[src/design/ptr_defines.vh]
`ifndef PTR_DEFINES_VH
`define PTR_DEFINES_VH
// ---------------------------------------------------------------
// register offsets (byte addresses on wishbone)
// ---------------------------------------------------------------
`define PTR_ADR_W 4
`define PTR_IO_ADDR 4'h3
`define PTR_OFF_STATUS 4'h0
`define PTR_OFF_CMD 4'h0
`define PTR_OFF_DATA 4'h4
`define PTR_OFF_IRQ_STAT 4'h8
`define PTR_OFF_IRQ_MASK 4'hc
// ---------------------------------------------------------------
// status byte bits
// ---------------------------------------------------------------
`define PTR_ST_OVERRUN 0
`define PTR_ST_STOPPED 3
`define PTR_ST_PENDING 4
`define PTR_ST_ATTN 5
`define PTR_ST_UNAVAIL 7
// ---------------------------------------------------------------
// command byte bits
// ---------------------------------------------------------------
`define PTR_CMD_IRQ_OFF 0
`define PTR_CMD_IRQ_ON 1
`define PTR_CMD_STOP 2
`define PTR_CMD_RUN 3
`define PTR_CMD_STEP 4
`define PTR_CMD_FAST 5
`define PTR_CMD_BACK 6
`define PTR_CMD_AHEAD 7
// ---------------------------------------------------------------
// interrupt status bits
// ---------------------------------------------------------------
`define PTR_IRQ_PENDING 0
`define PTR_IRQ_ATTN 1
`define PTR_IRQ_W 2
`define PTR_MODE_STEP 1'b0
`define PTR_MODE_FAST 1'b1
`define PTR_BYTE_ZERO 8'h00
`endif

[src/design/ptr_sync.v]
`timescale 1ns/100ps
// two-flop synchroniser, one per bit
module ptr_sync #(
    parameter W = 1
) (
    // clock and reset
    input wire clk_sys,
    input wire rst_n,
    // data
    input wire [W-1:0] din,
    output wire [W-1:0] dout
);
    reg [W-1:0] meta_ff;
    reg [W-1:0] sync_ff;
    genvar i;
    generate
        for (i = 0; i < W; i = i + 1) begin : g_bit
            always @(posedge clk_sys) begin
                if (!rst_n) begin
                    meta_ff[i] <= 1'b0;
                    sync_ff[i] <= 1'b0;
                end else begin
                    meta_ff[i] <= din[i];
                    sync_ff[i] <= meta_ff[i];
                end
            end
        end
    endgenerate
    assign dout = sync_ff;
endmodule

[src/design/ptr_ctrl.v]
// The Wishbone interface to the registers is this design's own decision.
`timescale 1ns/100ps
`include "ptr_defines.vh"
// Summary of operation
// - status read, command write at address 03; here both sit at Wishbone offset 0
// - overrun when next char beats request
// - stopped flag while tape not moving
// - pending while buffered char unrequested
// - attention is overrun or stopped
// - unavailable when power off or load
// - bit0 disables, bit1 enables interrupt
// - bit2 halts tape motion
// - bit3 starts tape motion
// - bit4 step mode, advance per char
// - bit5 fast-run until stop pattern sensed
// - bit6 backward travel, bidirectional readers only
// - bit7 forward travel
module ptr_ctrl (
    // clock and reset
    input wire clk_sys,
    input wire rst_n,
    // wishbone slave
    input wire wb_cyc_i,
    input wire wb_stb_i,
    input wire wb_we_i,
    input wire [`PTR_ADR_W-1:0] wb_adr_i,
    input wire [3:0] wb_sel_i,
    input wire [31:0] wb_dat_i,
    output reg [31:0] wb_dat_o,
    output wire wb_ack_o,
    output wire wb_err_o,
    // reader mechanism (asynchronous pins)
    input wire rdr_power_ok,
    input wire rdr_load_pos,
    input wire rdr_moving,
    input wire rdr_char_strobe,
    input wire [7:0] rdr_char,
    input wire rdr_stop_seen,
    input wire rdr_bidir,
    output reg rdr_motor_ff,
    output reg rdr_backward_ff,
    output reg rdr_fast_ff,
    output reg rdr_step_ff,
    // interrupt
    output wire irq
);
    // ---------------------------------------------------------------
    // pin synchronisers
    // ---------------------------------------------------------------
    wire [5:0] pins_s;
    ptr_sync #(.W(6)) u_sync (
        .clk_sys(clk_sys),
        .rst_n(rst_n),
        .din({rdr_power_ok, rdr_load_pos, rdr_moving, rdr_char_strobe,
              rdr_stop_seen, rdr_bidir}),
        .dout(pins_s)
    );
    wire power_ok_s = pins_s[5];
    wire load_pos_s = pins_s[4];
    wire moving_s = pins_s[3];
    wire strobe_s = pins_s[2];
    wire stop_seen_s = pins_s[1];
    wire bidir_s = pins_s[0];
    // char data is stable around the strobe; sampled on the strobe edge
    reg strobe_d_ff;
    wire char_evt = strobe_s & ~strobe_d_ff;
    // ---------------------------------------------------------------
    // bus decode
    // ---------------------------------------------------------------
    reg ack_ff;
    reg err_ff;
    wire req = wb_cyc_i & wb_stb_i & ~ack_ff & ~err_ff;
    wire sel_lo = wb_sel_i[0];
    wire hit_stat = wb_adr_i == `PTR_OFF_STATUS;
    wire hit_data = wb_adr_i == `PTR_OFF_DATA;
    wire hit_istat = wb_adr_i == `PTR_OFF_IRQ_STAT;
    wire hit_imask = wb_adr_i == `PTR_OFF_IRQ_MASK;
    wire mapped = hit_stat | hit_data | hit_istat | hit_imask;
    wire cmd_wr = req & wb_we_i & hit_stat & sel_lo;
    wire [7:0] cmd = wb_dat_i[7:0];
    wire data_rd = req & ~wb_we_i & hit_data; // reading data is the char request
    wire istat_wr = req & wb_we_i & hit_istat & sel_lo;
    wire imask_wr = req & wb_we_i & hit_imask & sel_lo;
    assign wb_ack_o = ack_ff;
    assign wb_err_o = err_ff;
    // ---------------------------------------------------------------
    // state
    // ---------------------------------------------------------------
    reg [7:0] buf_ff;
    reg pending_ff;
    reg overrun_ff;
    reg irq_en_ff;
    reg [`PTR_IRQ_W-1:0] istat_ff;
    reg [`PTR_IRQ_W-1:0] imask_ff;
    reg mode_ff;
    reg step_req_ff;
    wire stopped = ~moving_s;
    wire attn = overrun_ff | stopped;
    wire unavail = ~power_ok_s | load_pos_s;
    wire [7:0] status_byte = {unavail, 1'b0, attn, pending_ff, stopped,
                              2'b00, overrun_ff};
    reg pending_d_ff;
    reg attn_d_ff;
    wire [`PTR_IRQ_W-1:0] ev = {attn & ~attn_d_ff, pending_ff & ~pending_d_ff};
    always @(posedge clk_sys) begin
        if (!rst_n) begin
            ack_ff <= 1'b0;
            err_ff <= 1'b0;
            wb_dat_o <= 32'h0000_0000;
            strobe_d_ff <= 1'b0;
            buf_ff <= `PTR_BYTE_ZERO;
            pending_ff <= 1'b0;
            overrun_ff <= 1'b0;
            irq_en_ff <= 1'b0;
            istat_ff <= {`PTR_IRQ_W{1'b0}};
            imask_ff <= {`PTR_IRQ_W{1'b0}};
            mode_ff <= `PTR_MODE_STEP;
            step_req_ff <= 1'b0;
            pending_d_ff <= 1'b0;
            attn_d_ff <= 1'b0;
            rdr_motor_ff <= 1'b0;
            rdr_backward_ff <= 1'b0;
            rdr_fast_ff <= 1'b0;
            rdr_step_ff <= 1'b0;
        end else begin
            ack_ff <= req & mapped;
            err_ff <= req & ~mapped;
            strobe_d_ff <= strobe_s;
            pending_d_ff <= pending_ff;
            attn_d_ff <= attn;
            if (req & ~wb_we_i) begin
                wb_dat_o <= 32'h0000_0000;
                if (hit_stat)
                    wb_dat_o[7:0] <= status_byte;
                else if (hit_data)
                    wb_dat_o[7:0] <= buf_ff;
                else if (hit_istat)
                    wb_dat_o[`PTR_IRQ_W-1:0] <= istat_ff;
                else if (hit_imask)
                    wb_dat_o[`PTR_IRQ_W-1:0] <= imask_ff;
            end
            // a new char wins over a request in the same cycle
            if (char_evt) begin
                buf_ff <= rdr_char;
                pending_ff <= 1'b1;
                if (pending_ff & ~data_rd)
                    overrun_ff <= 1'b1;
            end else if (data_rd) begin
                pending_ff <= 1'b0;
            end
            // overrun cleared by a fresh run command
            if (cmd_wr & cmd[`PTR_CMD_RUN] & ~(char_evt & pending_ff & ~data_rd))
                overrun_ff <= 1'b0;
            // step mode: one advance per char handed over
            rdr_step_ff <= 1'b0;
            if (data_rd & mode_ff == `PTR_MODE_STEP & rdr_motor_ff)
                step_req_ff <= 1'b1;
            if (step_req_ff) begin
                rdr_step_ff <= 1'b1;
                step_req_ff <= 1'b0;
            end
            if (rdr_fast_ff & stop_seen_s)
                rdr_motor_ff <= 1'b0;
            if (cmd_wr) begin
                // enable wins if both bits are written
                if (cmd[`PTR_CMD_IRQ_OFF])
                    irq_en_ff <= 1'b0;
                if (cmd[`PTR_CMD_IRQ_ON])
                    irq_en_ff <= 1'b1;
                if (cmd[`PTR_CMD_STEP])
                    mode_ff <= `PTR_MODE_STEP;
                if (cmd[`PTR_CMD_FAST])
                    mode_ff <= `PTR_MODE_FAST;
                if (cmd[`PTR_CMD_BACK] & bidir_s)
                    rdr_backward_ff <= 1'b1;
                if (cmd[`PTR_CMD_AHEAD])
                    rdr_backward_ff <= 1'b0;
                if (cmd[`PTR_CMD_RUN])
                    rdr_motor_ff <= 1'b1;
                if (cmd[`PTR_CMD_STOP])
                    rdr_motor_ff <= 1'b0;
            end
            rdr_fast_ff <= (cmd_wr & cmd[`PTR_CMD_FAST]) ? 1'b1 :
                           (cmd_wr & cmd[`PTR_CMD_STEP]) ? 1'b0 : mode_ff;
            // sticky events: set beats write-one-to-clear
            istat_ff <= (istat_ff & ~(istat_wr ? wb_dat_i[`PTR_IRQ_W-1:0] :
                        {`PTR_IRQ_W{1'b0}})) | ev;
            if (imask_wr)
                imask_ff <= wb_dat_i[`PTR_IRQ_W-1:0];
        end
    end
    // level output; disabling holds events until re-enabled
    assign irq = irq_en_ff & |(istat_ff & imask_ff);
endmodule

[config.mk]
export PLATFORM = sky130hd
export DESIGN_NAME = ptr_ctrl
export DESIGN_NICKNAME = d
export VERILOG_FILES = /design/src/design/ptr_sync.v /design/src/design/ptr_ctrl.v
export VERILOG_INCLUDE_DIRS = /design/src /design/src/design
export SDC_FILE = /design/constraint.sdc
export NUM_CORES = 1
export LEC_CHECK = 0
export BUFFER_PORTS_ARGS = -buffer_cell sky130_fd_sc_hd__clkbuf_2
export CAP_MARGIN = 20
export CELL_PAD_IN_SITES_DETAIL_PLACEMENT = 1
export CELL_PAD_IN_SITES_GLOBAL_PLACEMENT = 1
export CORE_MARGIN = 3
export CORE_UTILIZATION = 35
export DETAILED_ROUTE_END_ITERATION = 8
export PLACE_DENSITY_LB_ADDON = 0.05
export SLEW_MARGIN = 20
export SYNTH_ARGS = -nofsm -noshare
export SYNTH_HDL_FRONTEND = slang
export SYNTH_SLANG_ARGS = --single-unit
[constraint.sdc]
create_clock -name clk_sys -period 4.8 [get_ports clk_sys]
set_input_delay 1.44 -clock clk_sys [delete_from_list [all_inputs] [get_ports clk_sys]]
set_output_delay 1.44 -clock clk_sys [all_outputs]
set_load 0.02 [all_outputs]
# After elaboration in Yosys (flattened, before gate mapping)
# Index checks and enable logic that the tools add are counted.
[word_totals]
register_bits = 46
inputBits = 59
output_inout_bits = 39
word_cells = 118
[classes]
n_eq_ne = 3
muxes = 22
n_bitwise = 51
n_reduce_logical = 12
[ops]
columns = ["op", "count"]
rows = [
  ["bitwise AND 1 bit", 29],
  ["two-way mux 1 bit", 16],
  ["inverter 1 bit", 13],
  ["== test 4 bit (second input constant)", 2],
  ["two-way mux 2 bit", 4],
  ["two-way mux 8 bit", 1],
  ["AND reduction 2 bit", 4],
  ["nonzero test 2 bit", 4],
  ["two-way mux 6 bit", 1],
  ["OR reduction 2 bit", 3],
  ["OR 1 bit", 5],
  ["bitwise AND 2 bit", 2],
  ["== test 4 x 3 -> 1 bit (second input constant)", 1],
  ["zero test 4 bit", 1],
  ["inverter 2 bit", 1],
  ["OR 2 bit", 1],
]

# Logic depth before layout (Yosys ltp)
[logic_depth]
word_depth = 10
ltp_mapped = 5
depth_no_buf = 3

# Cells and area by module
# From an unflattened synthesis, not the netlist that was laid out.
[hier_totals]
cells_unflattened = 211
hier_area_um2 = 1904.3
[by_module_without_submodules]
columns = ["module", "instances", "cells_per_inst", "area_per_inst_um2", "seq_area_each_um2"]
rows = [
  ["ptr_ctrl", 1, 186, 1567.8, 680.7],
  ["ptr_sync", 1, 25, 336.6, 240.2],
]

# Worst setup path before layout
# OpenSTA, ideal clock, no wires.
[synth_path]
path_type = "input to register"
startpoint = "in wb_adr_i[1]"
endpoint = "reg wb_dat_o[2]"
setup_time_ps = 70
arrival_time_ps = 2570
required_time_ps = 4730
slack_ps = 2160
stages = 3
path_buffers = 0
cell_sequence = "or4b_4 or4b_1 a21oi_1"
[synth_via]
elab_chain_len = 3
elab_cells_between_ends = 4
classes_between = "eq/ne (1); mux (2); reduce/logical (1)"
[synth_lines]
columns = ["item", "line_no", "rtl"]
rows = [
  ["start: declaration", "ptr_ctrl.v:26", "input wire [`PTR_ADR_W-1:0] wb_adr_i,"],
  ["== test 4 x 3 -> 1 bit (no source line)", "--", ""],
  ["two-way mux 6 bit", "ptr_ctrl.v:135", "else if (hit_data)"],
  ["two-way mux 8 bit *", "ptr_ctrl.v:133", "if (hit_stat)"],
  ["end signal: assignment", "ptr_ctrl.v:134", "wb_dat_o[7:0] <= status_byte;"],
  ["end signal: assignment", "ptr_ctrl.v:136", "wb_dat_o[7:0] <= buf_ff;"],
  ["end signal: indexed assignment", "ptr_ctrl.v:138", "wb_dat_o[`PTR_IRQ_W-1:0] <= istat_ff;"],
  ["end: declaration", "ptr_ctrl.v:29", "output reg [31:0] wb_dat_o,"],
]
# Mark *: on every way between the ends. The rest lies on a longest branch, timed or not.
# A chain may end at the register's enable or synchronous reset.

# Final worst setup path
[layout_path]
startpoint = "in wb_cyc_i"
endpoint = "reg wb_dat_o[6]"
[layout_via]
elab_chain_len = 4
[layout_lines]
columns = ["item", "line_no", "rtl"]
rows = [
  ["start: declaration", "ptr_ctrl.v:23", "input wire wb_cyc_i,"],
  ["bitwise AND 1 bit (3 in a row)", "ptr_ctrl.v:72", "wire req = wb_cyc_i & wb_stb_i & ~ack_ff & ~err_ff;"],
  ["bitwise AND 1 bit", "ptr_ctrl.v:131", "if (req & ~wb_we_i) begin"],
]
# No other way between the ends.

==> impl_metrics.csv <==
group,metric,value,unit
min_path,min-delay-start,"u_sync.meta_ff[0]",
clock_tree,cts.sinks,46,
worst_setup_path,crit_path_start_kind,"input port",
power_and_ir_drop,leakage,0.970,nW
detailed_routing,vias,1622,
worst_setup_path,required,5.02,ns
worst_setup_path,ff2ff_setup_slack,2.75,ns
clock_tree,path_clk_slew,0.08,ns
clock_tree,cts_htree_levels,2,
sta,min_period_over_period,59.8,%
die,core_area,5300,sq um
clock_tree,cts_buffers,5,
yosys,ys_types,42,
sta,tns,0,ns
power_and_ir_drop,power,0.811,mW
power_and_ir_drop,pwr-share-clk,41.7,%
clock_tree,cts_resized,0,
die,fp.dieW,81.4,um
min_path,holdPathStages,1,
global_route,grt_usage,15.6,%
clock_tree,clk_path_buf_depth,2,
worst_setup_path,regToRegStartpoint,"wb_err_o",
yosys,synth_top_area_share,46.2,%
sta,max_freq,0.348,GHz
cells_and_area,regArea,921,sq um
sta,setup_viol,0,
detailed_routing,post_drt_wl_per_cell,14.8,um
detailed_routing,drt_iter0_drc,61,
yosys,avgSynthCellArea,9.10,sq um
power_and_ir_drop,p_seq_share,48.9,%
global_route,grt_max_degree,32,
detailed_routing,ant_nets,0,
cells_and_area,antennaDiodeCount,0,
power_and_ir_drop,p_per_area,352,nW/um^2
die,rows,26,
clock_tree,cts_tree,"yes",
placed_design,dp_hpwl,3530,um
detailed_routing,wirelength,4900,um
placed_design,gp_congestion,0.781,
cells_and_area,layout.nets,318,
yosys,synth_top_family_by_area,"simple AND/OR/NAND/NOR gates",
yosys,synthFlopType,"dfxtp_1",
worst_setup_path,end_kind,"flop",
sta,report.final.hold_viol_count,0,
worst_setup_path,cp_slowest_stage_delay,0.74,ns
sta,rsz0062_at_grt,"no",
worst_setup_path,crit_slowest_cell,"or4b_1",
global_route,antenna_found_initial,0,
die,initial_core_util,37.6,%
power_and_ir_drop,switchingPower,0.187,mW
die,io_pins,98,
placed_design,placed_cell_area,2160,sq um
yosys,syn_area,1990,sq um
clock_tree,cts_hold_buf,0,
yosys,yosysTopAreaCell,"dfxtp_1",
cells_and_area,synthToLayoutAreaGrowth,15.5,%
clock_tree,clock_latency,0.30,ns
yosys,async_flop_share,0,%
yosys,synth_fa_ha_area_share,0,%
sta,report.final.slew_viol_count,0,
worst_setup_path,crit_arrival,3.09,ns
job,drv_cap,0,
yosys,synth-seq-area-share,46.2,%
power_and_ir_drop,combPwrFrac,9.4,%
global_route,overflow,0,
cells_and_area,final.fill_count,653,
sta,tightest_slew,0.819,ns
worst_setup_path,reg2reg_to,"wb_dat_o[6]",
cells_and_area,multi_input_area,906,sq um
clock_tree,cts_root_buf,"clkbuf_8",
die,dieHeight,81.4,um
yosys,synth.area.mux_share,2.70,%
global_route,grt_pass1_vias,1607,
yosys,synthTopCellsByArea,"dfxtp_1 46%, buf_4 10%, and2_1 5.7%",
power_and_ir_drop,ir_worst_vdd,0.000172,V
worst_setup_path,crit_fanout,18,
die,die_area,6630,sq um
yosys,synthXorXnorAreaFrac,0,%
worst_setup_path,crit_chain,"clkbuf_2 > nand4bb_1 > or4b_1 > a21oi_1",
power_and_ir_drop,netSwitchingFraction,23.1,%
cells_and_area,design_area,2300,sq um
detailed_routing,drt-pass1-iter-count,4,
detailed_routing,viasPerCell,4.92,
yosys,synth_edf_count,0,
worst_setup_path,crit_type,"in2reg",
clock_tree,cts_setup_buffers,0,
sta,worst_clock_skew,0.00962,ns
placed_design,dp.cells,322,
yosys,synthCells,219,
worst_setup_path,reg2reg_depth,3,
global_route,grt_pass1_wl,7780,um
yosys,yosys_warnings,0,
detailed_routing,route.detailed.drc,0,
cells_and_area,layout.cells.non_filler,330,
min_path,worst_hold_path_type,"reg2reg",
placed_design,io_buffers,46,
power_and_ir_drop,intPower,0.624,mW
sta,min_period,2.87,ns
yosys,synth-compound-area-share,15.8,%
min_path,hold_end,"u_sync.dout[0]",
outcome,status,"complete, no violations",
yosys,synth_simple_gate_area_share,22.5,%
cells_and_area,mostFrequentLayoutCells,"46 x dfxtp_1, 46 x clkbuf_2, 28 x nand2_1",
cells_and_area,drive_gt1_share,23.8,%
sta,slew_headroom,45.1,%
yosys,ys_ff_latch,46,
## power groups by stage
| stage | logic (mW) | clock network [mW] | registers, mW |
|---|---|---|---|
| floorplan | 0.0660 | 0 | 0.405 |
| global placement | 0.0759 | 0 | 0.405 |
| detailed placement | 0.0764 | 0 | 0.406 |
| CTS | 0.0767 | 0.347 | 0.397 |
| global route | 0.0851 | 0.367 | 0.398 |
| finish | 0.0765 | 0.338 | 0.396 |
## critical path, delay by kind of cell
| kind | cells | cell delay, ns |
|---|---|---|
| simple gates | 2 | 1.39 |
| compound gates | 1 | 0.17 |
| buf+inv | 1 | 0.09 |
## cells by family (layout without fill, tap and decap cells)
kind of cell | after synthesis | count (layout)
and+or+nand+nor | 81 | 81
AOI/OAI and AO/OA | 46 | 46
DFF | 46 | 46
buffers and inverters | 40 | 58
muxes | 5 | 5
other | 1 | 24
## stage by stage
stage	hold WS (ns)	utilization, %	setup WS, ns
after floorplan	0.412	-	2.16
after CTS	0.442	43.4	1.91
after detailed placement	0.421	40.8	1.64
final	0.439	43.4	1.93
after global placement	0.414	40.8	1.65
after global routing	0.460	43.4	1.80
## routing by layer
metal / routed length [um] / track usage [%] / vias to the layer above
met5: 0 / 0 / -
met1: 2190 / 19.4 / 774
met4: 45 / 5.57 / 0
met2: 2400 / 26.5 / 44
li1: - / - / 798
met3: 265 / 3.40 / 6
## flip-flops by register name, indices dropped and copies added, names as in the netlist, 2 cells and up
signal / cells
u_sync.meta_ff: 6
wb_dat_o: 8
imask_ff: 2
istat_ff: 2
u_sync.dout: 6
buf_ff: 8
## layout make-up
type	instances	area share (%)
sequential	46	40.0
multi-input combinational	156	39.4
timing repair buffer	47	10.3
tap	70	3.81
clock buffer	5	2.99
clock inverter	3	2.99
inverter	3	0.489
## Yosys cell counts, types with 3 or more instances
| cell type | number |
|---|---|
| a41o_1 | 3 |
| nor2_1 | 7 |
| o31ai_1 | 4 |
| dfxtp_1 | 46 |
| o41ai_1 | 3 |
| buf_4 | 27 |
| nand4_1 | 5 |
| inv_1 | 3 |
| a21oi_1 | 16 |
| mux2_2 | 3 |
| nand2_1 | 28 |
| and2_1 | 18 |
| nor3_1 | 3 |
| clkbuf_1 | 8 |
| a41oi_1 | 3 |
| nand2b_1 | 4 |
| o21ai_0 | 5 |
## worst max path at each step
stage | start | end | slack, ns
global route | wb_cyc_i | wb_dat_o[6] | 1.80
finish | wb_cyc_i | wb_dat_o[6] | 1.93
floorplan | wb_adr_i[1] | wb_dat_o[2] | 2.16
detailed placement | wb_cyc_i | wb_dat_o[6] | 1.64
CTS | wb_cyc_i | wb_dat_o[6] | 1.91
global placement | wb_cyc_i | wb_dat_o[6] | 1.65
No activity file was read; power rests on OpenSTA's default activity.
